File: src/core/dcd_pkg.sv
// Operation
// - Channel 0 source: low, high, 4-bit bank
// - Channel 0 destination: low, high, 4-bit bank
// - Alternation enable bit 7 resets to 0
// - Channel 0 end sets hand-off flop
// - Channel 1 end clears hand-off flop
// - Hand-off bit routes shared request 0/1
// - Hand-off toggles automatically, software may write
// - Bit 3: request input or timer output
// - Bits 2-0 with direction pick channel 1
// - Direction 0 codes select transmit-side sources
// - Direction 1 codes select receive-side sources
// - Transfer mode: 0 cycle-steal, 1 burst
`default_nettype none
package dcd_pkg;
  // Register indices; byte address is four times the index
  localparam logic [7:0] IDX_SRC_LOW = 8'h20;
  localparam logic [7:0] IDX_SRC_HIGH = 8'h21;
  localparam logic [7:0] IDX_SRC_BANK = 8'h22;
  localparam logic [7:0] IDX_DST_LOW = 8'h23;
  localparam logic [7:0] IDX_DST_HIGH = 8'h24;
  localparam logic [7:0] IDX_DST_BANK = 8'h25;
  localparam logic [7:0] IDX_COUNT0 = 8'h26;
  localparam logic [7:0] IDX_MEM1 = 8'h28;
  localparam logic [7:0] IDX_IO1 = 8'h2B;
  localparam logic [7:0] IDX_ROUTE1 = 8'h2D;
  localparam logic [7:0] IDX_COUNT1 = 8'h2E;
  localparam logic [7:0] IDX_STATUS = 8'h30;
  localparam logic [7:0] IDX_MODE = 8'h31;
  localparam logic [7:0] IDX_CTRL = 8'h32;
  // Routing register fields
  localparam int RT_ALT = 7;
  localparam int RT_FF = 6;
  localparam int RT_PIN_OUT = 3;
  localparam logic [7:0] RT_MASK = 8'hCF;
  // Mode register fields
  localparam int MD_DM = 4;
  localparam int MD_SM = 2;
  localparam int MD_BURST = 1;
  // Control register fields
  localparam int CT_DIR1 = 1;
  localparam int CT_EN0 = 2;
  localparam int CT_EN1 = 3;
  localparam int CT_MODE1 = 4;
  // Status register fields
  localparam int ST_DONE0 = 0;
  localparam int ST_DONE1 = 1;
  localparam int ST_FF = 2;
  localparam int ST_PIN = 3;
  localparam int ST_PEND = 4;
  // Reset values
  localparam logic [19:0] RST_ADDR = 20'h00000;
  localparam logic [15:0] RST_COUNT = 16'h0000;
  localparam logic [7:0] RST_ROUTE = 8'h00;
  localparam logic [7:0] RST_MODE = 8'h00;
  localparam logic [7:0] RST_CTRL = 8'h00;
  // Request select codes
  localparam logic [2:0] RQ_PIN = 3'h0;
  localparam logic [2:0] RQ_SER0 = 3'h1;
  localparam logic [2:0] RQ_SER1 = 3'h2;
  localparam logic [2:0] RQ_SYNC = 3'h3;
  localparam logic [2:0] RQ_PAR = 3'h7;
  // Address mode codes
  localparam logic [1:0] AM_INC = 2'h0;
  localparam logic [1:0] AM_DEC = 2'h1;
  localparam logic [1:0] AM_FIX = 2'h2;
  localparam logic [1:0] AM_IO = 2'h3;
  localparam int BUF_WIDTH = 41;
endpackage
`default_nettype wire

File: src/core/dcd_sync.sv
`timescale 1ns/10ps
`default_nettype none
module dcd_sync
  import dcd_pkg::*;
(
  input wire logic hclk,
  input wire logic hresetn,
  input wire logic ce,
  input wire logic din,
  output logic dout
);
  typedef struct packed {
    logic s1;
    logic s2;
    logic s3;
    logic q;
  } dcd_sync_t;
  dcd_sync_t s_reg;
  dcd_sync_t s_next;

  always_comb begin
    s_next = s_reg;
    s_next.s1 = din;
    s_next.s2 = s_reg.s1;
    s_next.s3 = s_reg.s2;
    // Change taken only once stages two and three agree
    if (s_reg.s2 == s_reg.s3) begin
      s_next.q = s_reg.s3;
    end
  end

  always_ff @(posedge hclk or negedge hresetn) begin
    if (!hresetn) begin
      s_reg <= '0;
    end else if (ce) begin
      s_reg <= s_next;
    end
  end

  assign dout = s_reg.q;
endmodule
`default_nettype wire

File: src/core/dcd_buf2.sv
`timescale 1ns/10ps
`default_nettype none
module dcd_buf2 #(
  parameter int WIDTH = 8
) (
  input wire logic hclk,
  input wire logic hresetn,
  input wire logic ce,
  input wire logic in_valid,
  output logic in_ready,
  input wire logic [WIDTH-1:0] in_data,
  output logic out_valid,
  input wire logic out_ready,
  output logic [WIDTH-1:0] out_data
);
  typedef struct packed {
    logic [1:0][WIDTH-1:0] mem;
    logic wr;
    logic rd;
    logic [1:0] cnt;
  } dcd_buf_t;
  dcd_buf_t b_reg;
  dcd_buf_t b_next;
  logic push;
  logic pop;

  assign in_ready = (b_reg.cnt != 2'h2);
  assign out_valid = (b_reg.cnt != 2'h0);
  assign out_data = b_reg.mem[b_reg.rd];
  assign push = in_valid && in_ready;
  assign pop = out_valid && out_ready;

  always_comb begin
    b_next = b_reg;
    if (push) begin
      b_next.mem[b_reg.wr] = in_data;
      b_next.wr = ~b_reg.wr;
    end
    if (pop) begin
      b_next.rd = ~b_reg.rd;
    end
    b_next.cnt = b_reg.cnt + {1'b0, push} - {1'b0, pop};
  end

  always_ff @(posedge hclk or negedge hresetn) begin
    if (!hresetn) begin
      b_reg <= '0;
    end else if (ce) begin
      b_reg <= b_next;
    end
  end
endmodule
`default_nettype wire

File: src/core/dcd_dma.sv
`timescale 1ns/10ps
`default_nettype none
module dcd_dma
  import dcd_pkg::*;
(
  input wire logic hclk,
  input wire logic hresetn,
  input wire logic ce,
  // AHB-Lite slave
  input wire logic hsel,
  input wire logic [31:0] haddr,
  input wire logic [1:0] htrans,
  input wire logic hwrite,
  input wire logic [2:0] hsize,
  input wire logic [31:0] hwdata,
  input wire logic hready,
  output logic hreadyout,
  output logic hresp,
  output logic [31:0] hrdata,
  // Request sources, same clock
  input wire logic ser0_tx_req,
  input wire logic ser0_rx_req,
  input wire logic ser1_tx_req,
  input wire logic ser1_rx_req,
  input wire logic sync_tx_req,
  input wire logic sync_rx_req,
  input wire logic par_out_req,
  input wire logic par_in_req,
  // Shared request / timer output pin
  input wire logic timer_out_or_request_pin_in,
  output logic timer_out_or_request_pin_out,
  output logic timer_out_or_request_pin_oe_n,
  input wire logic timer_one_out,
  input wire logic timer_one_drives_pin,
  // Transfer stream
  output logic xfer_valid,
  input wire logic xfer_ready,
  output logic xfer_chan,
  output logic [19:0] xfer_src,
  output logic [19:0] xfer_dst,
  output logic chan0_end,
  output logic chan1_end
);
  typedef struct packed {
    logic [19:0] sar0;
    logic [19:0] dar0;
    logic [15:0] cnt0;
    logic [19:0] chan1_memory_address;
    logic [15:0] chan1_io_address;
    logic [15:0] cnt1;
    logic [7:0] route;
    logic [7:0] mode;
    logic [7:0] ctrl;
    logic [1:0] done;
    logic gap;
    logic end0;
    logic end1;
    logic dsel;
    logic dwrite;
    logic [7:0] didx;
    logic [31:0] rdata;
  } dcd_state_t;
  dcd_state_t s_reg;
  dcd_state_t s_next;

  logic pin_level;
  logic buf_ready;
  logic [BUF_WIDTH-1:0] buf_word;
  logic [7:0] rx_vec;
  logic [7:0] tx_vec;
  logic [7:0] ch1_vec;
  logic pin_req;
  logic raw0;
  logic raw1;
  logic dev0;
  logic [3:0] id0;
  logic [3:0] id1;
  logic shared;
  logic req0;
  logic req1;
  logic go;
  logic use1;
  logic [1:0] sm;
  logic [1:0] dm;
  logic [1:0] md1;
  logic [19:0] src;
  logic [19:0] dst;
  logic [7:0] aidx;
  logic [31:0] rd_mux;

  ////////////////////////////////////////////////////////////////////
  // Pin and request routing

  dcd_sync u_pin_sync (
    .hclk(hclk),
    .hresetn(hresetn),
    .ce(ce),
    .din(timer_out_or_request_pin_in),
    .dout(pin_level)
  );

  // Pin drives only when set as output and timer owns it
  assign timer_out_or_request_pin_out = timer_one_out;
  assign timer_out_or_request_pin_oe_n =
    ~(s_reg.route[RT_PIN_OUT] && timer_one_drives_pin);
  // An output pin never raises a request
  assign pin_req = pin_level && !s_reg.route[RT_PIN_OUT];

  assign sm = s_reg.mode[MD_SM +: 2];
  assign dm = s_reg.mode[MD_DM +: 2];
  assign md1 = s_reg.ctrl[CT_MODE1 +: 2];

  always_comb begin
    rx_vec = 8'h00;
    tx_vec = 8'h00;
    rx_vec[RQ_PIN] = pin_req;
    rx_vec[RQ_SER0] = ser0_rx_req;
    rx_vec[RQ_SER1] = ser1_rx_req;
    rx_vec[RQ_SYNC] = sync_rx_req;
    rx_vec[RQ_PAR] = par_in_req;
    tx_vec[RQ_PIN] = pin_req;
    tx_vec[RQ_SER0] = ser0_tx_req;
    tx_vec[RQ_SER1] = ser1_tx_req;
    tx_vec[RQ_SYNC] = sync_tx_req;
    tx_vec[RQ_PAR] = par_out_req;
    ch1_vec = tx_vec;
    if (s_reg.ctrl[CT_DIR1]) begin
      ch1_vec = rx_vec;
      ch1_vec[RQ_SER1] = ser1_rx_req || pin_req;
    end
  end

  // Channel 0 paces on its I/O side; memory to memory runs free
  always_comb begin
    raw0 = 1'b1;
    dev0 = 1'b0;
    id0 = 4'h0;
    if (sm == AM_IO) begin
      raw0 = rx_vec[s_reg.sar0[18:16]];
      dev0 = 1'b1;
      id0 = {1'b1, s_reg.sar0[18:16]};
    end else if (dm == AM_IO) begin
      raw0 = tx_vec[s_reg.dar0[18:16]];
      dev0 = 1'b1;
      id0 = {1'b0, s_reg.dar0[18:16]};
    end
  end

  assign raw1 = ch1_vec[s_reg.route[2:0]];
  assign id1 = {s_reg.ctrl[CT_DIR1], s_reg.route[2:0]};
  assign shared = dev0 && (id0 == id1);

  // Shared requester seen by one channel only
  assign req0 = s_reg.ctrl[CT_EN0] && (s_reg.cnt0 != RST_COUNT) && raw0 &&
                !(shared && s_reg.route[RT_FF]);
  assign req1 = s_reg.ctrl[CT_EN1] && (s_reg.cnt1 != RST_COUNT) && raw1 &&
                !(shared && !s_reg.route[RT_FF]);
  // Cycle-steal leaves one idle cycle after each transfer
  assign go = (req0 || req1) && buf_ready && !s_reg.gap;
  assign use1 = !req0;

  always_comb begin
    src = s_reg.sar0;
    dst = s_reg.dar0;
    if (use1) begin
      if (md1[1]) begin
        src = {4'h0, s_reg.chan1_io_address};
        dst = s_reg.chan1_memory_address;
      end else begin
        src = s_reg.chan1_memory_address;
        dst = {4'h0, s_reg.chan1_io_address};
      end
    end
  end

  ////////////////////////////////////////////////////////////////////
  // Output buffer; a stalled receiver holds the engine

  dcd_buf2 #(
    .WIDTH(BUF_WIDTH)
  ) u_buf (
    .hclk(hclk),
    .hresetn(hresetn),
    .ce(ce),
    .in_valid(go),
    .in_ready(buf_ready),
    .in_data({use1, src, dst}),
    .out_valid(xfer_valid),
    .out_ready(xfer_ready),
    .out_data(buf_word)
  );

  assign xfer_chan = buf_word[40];
  assign xfer_src = buf_word[39:20];
  assign xfer_dst = buf_word[19:0];

  ////////////////////////////////////////////////////////////////////
  // Register read mux

  assign aidx = haddr[9:2];

  always_comb begin
    rd_mux = 32'h00000000;
    unique case (aidx)
      IDX_SRC_LOW: rd_mux[7:0] = s_reg.sar0[7:0];
      IDX_SRC_HIGH: rd_mux[7:0] = s_reg.sar0[15:8];
      IDX_SRC_BANK: rd_mux[3:0] = s_reg.sar0[19:16];
      IDX_DST_LOW: rd_mux[7:0] = s_reg.dar0[7:0];
      IDX_DST_HIGH: rd_mux[7:0] = s_reg.dar0[15:8];
      IDX_DST_BANK: rd_mux[3:0] = s_reg.dar0[19:16];
      IDX_COUNT0: rd_mux[15:0] = s_reg.cnt0;
      IDX_MEM1: rd_mux[19:0] = s_reg.chan1_memory_address;
      IDX_IO1: rd_mux[15:0] = s_reg.chan1_io_address;
      IDX_ROUTE1: rd_mux[7:0] = s_reg.route;
      IDX_COUNT1: rd_mux[15:0] = s_reg.cnt1;
      IDX_STATUS: begin
        rd_mux[ST_DONE1:ST_DONE0] = s_reg.done;
        rd_mux[ST_FF] = s_reg.route[RT_FF];
        rd_mux[ST_PIN] = pin_level;
        rd_mux[ST_PEND] = xfer_valid;
      end
      IDX_MODE: rd_mux[7:0] = s_reg.mode;
      IDX_CTRL: rd_mux[7:0] = s_reg.ctrl;
      default: rd_mux = 32'h00000000;
    endcase
  end

  ////////////////////////////////////////////////////////////////////
  // Next state

  always_comb begin
    s_next = s_reg;
    s_next.end0 = 1'b0;
    s_next.end1 = 1'b0;
    // Address phase capture; read data ready for the data phase
    if (hready) begin
      s_next.dsel = hsel && htrans[1];
      s_next.dwrite = hwrite;
      s_next.didx = aidx;
      if (hsel && htrans[1] && !hwrite) begin
        s_next.rdata = rd_mux;
      end
    end
    // Engine advance; hardware clear of enables comes before writes
    if (go) begin
      s_next.gap = !s_reg.mode[MD_BURST];
      if (!use1) begin
        s_next.cnt0 = s_reg.cnt0 - 16'h0001;
        unique case (sm)
          AM_INC: s_next.sar0 = s_reg.sar0 + 20'h00001;
          AM_DEC: s_next.sar0 = s_reg.sar0 - 20'h00001;
          AM_FIX, AM_IO: s_next.sar0 = s_reg.sar0;
        endcase
        unique case (dm)
          AM_INC: s_next.dar0 = s_reg.dar0 + 20'h00001;
          AM_DEC: s_next.dar0 = s_reg.dar0 - 20'h00001;
          AM_FIX, AM_IO: s_next.dar0 = s_reg.dar0;
        endcase
        if (s_reg.cnt0 == 16'h0001) begin
          s_next.end0 = 1'b1;
          s_next.ctrl[CT_EN0] = 1'b0;
        end
      end else begin
        s_next.cnt1 = s_reg.cnt1 - 16'h0001;
        if (md1[0]) begin
          s_next.chan1_memory_address = s_reg.chan1_memory_address - 20'h00001;
        end else begin
          s_next.chan1_memory_address = s_reg.chan1_memory_address + 20'h00001;
        end
        if (s_reg.cnt1 == 16'h0001) begin
          s_next.end1 = 1'b1;
          s_next.ctrl[CT_EN1] = 1'b0;
        end
      end
    end else begin
      s_next.gap = 1'b0;
    end
    // Data phase write; only the low lanes of a word are used
    if (s_reg.dsel && s_reg.dwrite) begin
      unique case (s_reg.didx)
        IDX_SRC_LOW: s_next.sar0[7:0] = hwdata[7:0];
        IDX_SRC_HIGH: s_next.sar0[15:8] = hwdata[7:0];
        IDX_SRC_BANK: s_next.sar0[19:16] = hwdata[3:0];
        IDX_DST_LOW: s_next.dar0[7:0] = hwdata[7:0];
        IDX_DST_HIGH: s_next.dar0[15:8] = hwdata[7:0];
        IDX_DST_BANK: s_next.dar0[19:16] = hwdata[3:0];
        IDX_COUNT0: s_next.cnt0 = hwdata[15:0];
        IDX_MEM1: s_next.chan1_memory_address = hwdata[19:0];
        IDX_IO1: s_next.chan1_io_address = hwdata[15:0];
        // Reserved bits 5-4 are not stored and read as zero
        IDX_ROUTE1: s_next.route = hwdata[7:0] & RT_MASK;
        IDX_COUNT1: s_next.cnt1 = hwdata[15:0];
        IDX_STATUS: s_next.done = s_reg.done & ~hwdata[ST_DONE1:ST_DONE0];
        IDX_MODE: s_next.mode = hwdata[7:0];
        IDX_CTRL: s_next.ctrl = hwdata[7:0];
        default: s_next.ctrl = s_next.ctrl;
      endcase
    end
    // Hardware events win over a software clear or write
    if (s_next.end0) begin
      s_next.done[0] = 1'b1;
      if (s_reg.route[RT_ALT]) begin
        s_next.route[RT_FF] = 1'b1;
      end
    end
    if (s_next.end1) begin
      s_next.done[1] = 1'b1;
      if (s_reg.route[RT_ALT]) begin
        s_next.route[RT_FF] = 1'b0;
      end
    end
  end

  ////////////////////////////////////////////////////////////////////
  // State register

  always_ff @(posedge hclk or negedge hresetn) begin
    if (!hresetn) begin
      s_reg <= '0;
      s_reg.sar0 <= RST_ADDR;
      s_reg.dar0 <= RST_ADDR;
      s_reg.chan1_memory_address <= RST_ADDR;
      s_reg.cnt0 <= RST_COUNT;
      s_reg.cnt1 <= RST_COUNT;
      s_reg.route <= RST_ROUTE;
      s_reg.mode <= RST_MODE;
      s_reg.ctrl <= RST_CTRL;
    end else if (ce) begin
      s_reg <= s_next;
    end
  end

  // Zero wait states; every access answers OKAY
  assign hreadyout = 1'b1;
  assign hresp = 1'b0;
  assign hrdata = s_reg.rdata;
  assign chan0_end = s_reg.end0;
  assign chan1_end = s_reg.end1;
endmodule
`default_nettype wire

File: config.mk
export PLATFORM = sky130hd
export DESIGN_NAME = dcd_dma
export DESIGN_NICKNAME = d
export VERILOG_FILES = /design/src/core/dcd_pkg.sv /design/src/core/dcd_sync.sv /design/src/core/dcd_buf2.sv /design/src/core/dcd_dma.sv
export SDC_FILE = /design/constraint.sdc
export NUM_CORES = 1
export LEC_CHECK = 0
export BUFFER_PORTS_ARGS = -buffer_cell sky130_fd_sc_hd__buf_2
export CORE_ASPECT_RATIO = 2
export CORE_MARGIN = 4
export CORE_UTILIZATION = 35
export CTS_BUF_LIST = sky130_fd_sc_hd__clkbuf_4 sky130_fd_sc_hd__clkbuf_8 sky130_fd_sc_hd__clkbuf_16
export CTS_CLUSTER_SIZE = 16
export DETAILED_ROUTE_END_ITERATION = 10
export SYNTH_ARGS = -nofsm -noshare
export SYNTH_HDL_FRONTEND = slang
export SYNTH_SLANG_ARGS = --single-unit
File: constraint.sdc
create_clock -name hclk -period 6.5 [get_ports hclk]
set_clock_uncertainty 0.1 [all_clocks]
set_input_delay 0.325 -clock hclk [delete_from_list [all_inputs] [get_ports hclk]]
set_output_delay 0.325 -clock hclk [all_outputs]
set_load 0.01 [all_outputs]
== After elaboration in Yosys (flattened, before gate mapping) ==
Cells that the tools add are included.
Word-level totals
  register bits: 255
  bits of input ports: 87
  output and inout port bits: 80
Operators by class
  add/subtract/negate cells: 10
  order comparisons: 6
  eq/ne operators: 39
  muxes and demuxes: 67
  bitwise gates (word level): 5
  reductions and logical operators: 51
Operators by type and width (number)
  equality test 8 x 6 -> 1 bit (second input constant): 28
  two-way mux 20 bit: 7
  two-way mux 134 bit: 1
  two-way mux 41 bit: 3
  one-hot mux 20 bit (3 select lines): 2
  bitwise mux 82 bit: 1
  two-way mux 16 bit: 5
  two-way mux 76 bit: 1
  two-way mux 8 bit: 8
  adder 20 x 1 -> 20 bit (second input constant): 3
  subtractor 20 x 1 -> 20 bit (second input constant): 3
  two-way mux 56 bit: 1
  one-hot mux 4 bit (14 select lines): 1
  demux 41 bit (select 1 bit): 1
  one-hot mux 3 bit (11 select lines): 1
  equality test 16 x 1 -> 1 bit (second input constant): 2
  one-hot mux 8 bit (4 select lines): 1
  nonzero test 16 bit: 2
  subtractor 16 x 1 -> 16 bit (second input constant): 2
  two-way mux 1 bit: 22
  AND reduction 3 bit: 7
  logical AND 1 bit: 19
  two-way mux 4 bit: 4
  < comparator 3 x 4 -> 1 bit (second input constant): 3
  other kinds (22): 50

== Logic depth before layout (Yosys ltp) ==
  word-level depth: 18
  mapped depth: 13
  depth with buffers taken out: 11

== Hierarchy ==
From an unflattened synthesis, not the netlist that was laid out.
Unflattened totals
  cells, all modules: 1826
  area, all modules: 16816.1 um^2
Modules (own cells, without submodules)
  dcd_dma: instances 1, cells an instance 1574, area an instance 12738.5 um^2
  dcd_buf2: instances 1, cells an instance 240, area an instance 3922.5 um^2
  dcd_sync: instances 1, cells an instance 12, area an instance 155.1 um^2

== Worst setup path before layout ==
OpenSTA, ideal clock, no wires.
  kind: register -> register
  start: register s_reg, in the netlist dm[1]
  end: register s_reg[157] (netlist bit)
  arrival: 2.997 ns
  setup slack: 3.267 ns
  cell stages (with the launch flop): 13
  buffers on the path: 2
  clock period less this slack: 3.233 ns
  path through: dfrtp_1 -> nand2b_1 -> clkbuf_1 -> buf_1 -> xnor2_1 -> ha_1 -> or4_1 -> o311a_1 -> o2111ai_1 -> a21oi_1 -> o21bai_1 -> a21oi_1 -> a2bb2oi_1
Between the ends
  word-level cells in the longest chain between the ends: 14
  elaborated cells between the ends (all ways): 28
  classes of those cells: eq/ne: 4; mux: 11; reduce/logical: 13
Ends and longest elaborated chain
  start: declaration: RTL line dcd_dma.sv:63  | dcd_state_t s_reg;
  start signal: assignment: RTL line dcd_dma.sv:329  | s_reg <= s_next;
  equality test 2 bit: RTL line dcd_dma.sv:142, dcd_dma.sv:254
  two-way mux 3 bit: RTL line dcd_dma.sv:142  | end else if (dm == AM_IO) begin
  two-way mux 4 bit: RTL line dcd_dma.sv:138  | if (sm == AM_IO) begin
  equality test 4 bit: RTL line dcd_dma.sv:151  | assign shared = dev0 && (id0 == id1);
  logical AND 1 bit: RTL line dcd_dma.sv:151
  logical AND 1 bit, on equally long branches: RTL line dcd_dma.sv:155, dcd_dma.sv:157
  logical NOT 1 bit, on equally long branches: RTL line dcd_dma.sv:155, dcd_dma.sv:157
  logical AND 1 bit, on equally long branches: RTL line dcd_dma.sv:154, dcd_dma.sv:156
  logical OR 1 bit: RTL line dcd_dma.sv:159  | assign go = (req0 || req1) && buf_ready && !s_reg.gap;
  logical AND 1 bit (2 in a row): RTL line dcd_dma.sv:159
  two-way mux 76 bit *: RTL line dcd_dma.sv:245  | if (go) begin
  two-way mux 4 bit: RTL line dcd_dma.sv:280  | unique case (s_reg.didx)
  two-way mux 134 bit *: RTL line dcd_dma.sv:279  | if (s_reg.dsel && s_reg.dwrite) begin
Every way passes the cells marked *; elsewhere a longest branch is shown, timed or not. The select of a mux whose other input is x is not followed.
A chain may end at the register's enable or synchronous reset.

== Worst setup path after layout ==
  start: register s_reg[126] (netlist bit)
  end: register s_reg[117] (netlist bit)
Between the ends
  word-level cells in the longest chain between the ends: 10
  elaborated cells between the ends (all ways): 11
  classes of those cells: mux: 4; reduce/logical: 7
Ends and longest elaborated chain
  nonzero test 16 bit *: RTL line dcd_dma.sv:154  | assign req0 = s_reg.ctrl[CT_EN0] && (s_reg.cnt0 != RST_COUNT) && raw0 &&
  logical AND 1 bit * (3 in a row): RTL line dcd_dma.sv:154
  logical OR 1 bit: RTL line dcd_dma.sv:159
  logical AND 1 bit (2 in a row): RTL line dcd_dma.sv:159
  two-way mux 76 bit *: RTL line dcd_dma.sv:245
  two-way mux 20 bit: RTL line dcd_dma.sv:280
  two-way mux 134 bit *: RTL line dcd_dma.sv:279
Marked as above.

==> results.py <==
metrics = {
    "run_status": {
        "status": "finished clean",
    },
    "critical_path": {
        "crit_path_max_fanout": 19,
        "cp-end-kind": "flip-flop",
        "worstPathRequired_ns": 6.83,
        "startpoint_type": "flip-flop",
        "rr_startpoint": "s_reg[126]",
        "critPathArrivalTime_ns": 4.37,
        "worstSetupStartpoint": "s_reg[126]",
        "crit_type": "flip-flop to flip-flop",
    },
    "clock_tree": {
        "cts-root-buf": "clkbuf_16",
        "cts-resized-gates": 0,
        "worst_skew_pair.late_latency_ns": 0.57,
        "cts_num_sinks": 255,
        "cts.path.max_buffers": 3,
        "cts_buffers": 25,
        "cts.clk_slew.worst_paths_ns": 0.07,
        "cts_tree": "built",
        "h-tree-depth": 1,
    },
    "global_routing": {
        "overflow": 0,
        "met2_usage_pct": 39.4,
        "grt_max_degree": 148,
        "grt_antenna_before_repair": 0,
        "grt.total_usage_pct": 22.9,
        "grt_pass1_vias": 14800,
        "grtUsageMet3_pct": 3.02,
        "met1_usage_pct": 25.8,
        "grt_pass1_wl_um": 91200,
        "grt-busiest-layer": "met2",
    },
    "final_layout": {
        "syn2layout_area_growth_pct": 10.5,
        "drive_above_1_share_pct": 20.5,
        "fin_nets": 1952,
        "antenna_cells": 0,
        "fillers": 4769,
        "largest_register_ffs": 135,
    },
    "sta": {
        "holdWs_ns": 0.0148,
        "tns_ns": 0,
        "max_freq_ghz": 0.247,
        "min_period_over_period_pct": 62.2,
        "max_slew_margin_pct": 19.7,
        "hold_viol_final": 0,
        "rsz0062_at_grt": "no",
        "fin_crit_ns": 4.04,
        "slew_violations": 0,
        "setup_viol": 0,
        "worstMarginPinSlew_ns": 1.20,
    },
    "yosys": {
        "synthDistinctLibCells": 86,
        "syn_inst": 1837,
        "syn_area_per_cell_um2": 9.10,
        "syn_area_mm2": 0.0167,
        "synth_top_flop_cell": "dfrtp_1",
        "yosys_warnings": 0,
        "async_flop_share_pct": 100,
        "synth-seq-area-share_pct": 38.2,
        "synth.largest_area_cell": "dfrtp_1",
        "synth_edf_count": 0,
        "synth_top_area_share_pct": 38.2,
        "synth_area_leaders": "dfrtp_1, mux2_2, o21ai_0, nand2_1, a21oi_1",
        "yosys_register_bits": 255,
    },
    "die": {
        "die-height_um": 317,
        "fp.coreArea_mm2": 0.0474,
        "num_rows": 113,
        "die_w_um": 163,
        "ios": 167,
        "dieArea_mm2": 0.0516,
        "start_util_pct": 35.3,
    },
    "job": {
        "drv_cap": 0,
    },
    "power": {
        "ir_drop_uv": 173,
        "powerDensity_mw_per_mm2": 211,
        "p_leak_nw": 7.96,
        "power_mw": 3.89,
    },
    "drt": {
        "viasPerCell": 6.03,
        "drtPass1Iterations": 6,
        "postRouteAntennaNets": 0,
        "dr_total_vias": 15000,
        "routed_wl_um": 60000,
        "drc": 0,
        "drtIter0Drc": 1390,
        "wl_per_cell_um": 24.1,
    },
    "placed_design": {
        "gp_congestion": 1.06,
        "portBuffers": 110,
        "post-dp-hpwl_um": 43300,
    },
    "hold_path": {
        "holdCritPathClass": "input port to flip-flop",
        "min_from": "hwdata[9]",
    },
}
critical path, cell delays in order (launching register included):
cell	delay (ns)
dfrtp_1	0.46
or4_1	0.55
or3_1	0.56
nor3_4	0.34
nand2_4	0.15
a21oi_2	0.86
o21ai_0	0.48
a22oi_1	0.31
o21ai_0	0.11
synthesized netlist by cell type (all sizes together) (11+ instances only):
master  instances
a21o           26
a21oi         139
a222oi         13
a22o           18
a22oi          22
a31oi          19
and2           16
and3           11
buf            64
clkbuf        122
dfrtp         255
ha             26
inv            32
mux2          172
mux2i          48
nand2         189
nand2b         14
nand3          39
nand4          17
nor2          104
nor3           43
nor4           18
o21ai         146
o22ai          18
o31ai          13
o32ai          24
or3            14
or4            18
xnor2          22
xor2           14
power breakdown:
group	internal [mW]	leakage (nW)	total, mW	switching (mW)
Combinational	0.206	4.19	0.494	0.287
Sequential	1.66	3.36	1.85	0.193
Clock	0.865	0.412	1.55	0.684
placed cells by master, fill, tap and decap left out, types with 18 or more instances in the layout:
| cell type | count |
|---|---|
| nand3_1 | 37 |
| nor3_1 | 37 |
| buf_4 | 21 |
| a22oi_1 | 22 |
| nor2_1 | 103 |
| a22o_1 | 18 |
| inv_1 | 31 |
| nand2_1 | 188 |
| buf_2 | 108 |
| xnor2_1 | 22 |
| clkbuf_16 | 25 |
| o21ai_0 | 146 |
| nor4_1 | 18 |
| a21o_1 | 26 |
| mux2i_1 | 48 |
| ha_1 | 26 |
| o32ai_1 | 24 |
| mux2_2 | 168 |
| o22ai_1 | 18 |
| dfrtp_1 | 253 |
| a21oi_1 | 138 |
| a31oi_1 | 19 |
repair_timing:
item,in CTS,in global routing
hold buffers,17,0
setup buffers,0,0
hold endpoints to repair,123,0
metrics by stage:
stage,area (um2),util [%],setup slack [ns],cells
6_report,18500,39.0,2.46,2487
5_1_grt,18500,39.0,2.28,2487
4_1_cts,18500,39.0,2.53,2487
3_5_place_dp,17500,36.9,2.56,2426
3_3_place_gp,17500,36.9,2.55,2426
2_1_floorplan,16800,-,3.27,1849
layer usage:
layer / up-vias / part of all wire, % / routed length (um)
met4: 0 / 8.9 / 5340
met2: 655 / 48 / 29100
met5: - / 0 / 0
met1: 7353 / 37 / 21900
li1: 6787 / - / -
met3: 198 / 6.1 / 3650
layout make-up:
cell class / count / area (um2) / share of cell area, %
clock buffers: 30 / 676 / 3.66
clock inverters: 14 / 168 / 0.908
inverters: 33 / 124 / 0.671
multi-input cells: 1375 / 9430 / 51.0
flip-flops and latches: 255 / 6380 / 34.6
well taps: 632 / 791 / 4.28
repair buffers: 148 / 903 / 4.89
final timing paths:
| check | end | slack (ns) | cells past startpoint |
|---|---|---|---|
| min in group asynchronous | s_reg[174] | 0.27 | 2 |
| hold reg to reg | hrdata[15] | 0.37 | 1 |
| max in group asynchronous | md1[1] | 4.45 | 3 |
| hold / removal | s_reg[96] | 0.01 | 2 |
| setup reg to reg | s_reg[117] | 2.46 | 8 |
| setup / recovery | s_reg[117] | 2.46 | 8 |
cells by family (layout without fill, tap and decap cells):
kind of cell	count (synthesis)	count (layout)	share of synthesized area, %
AOI/OAI and AO/OA	550	550	21.6
xor gates and xnor gates	36	36	1.89
adders and majority gates	27	27	2.07
buffers and inverters	219	225	6.01
DFF	255	255	38.2
muxes	223	223	14.9
other	2	14	0.0449
and+or+nand+nor	525	525	15.4
Note: power is estimated with default switching activity, not from simulation.
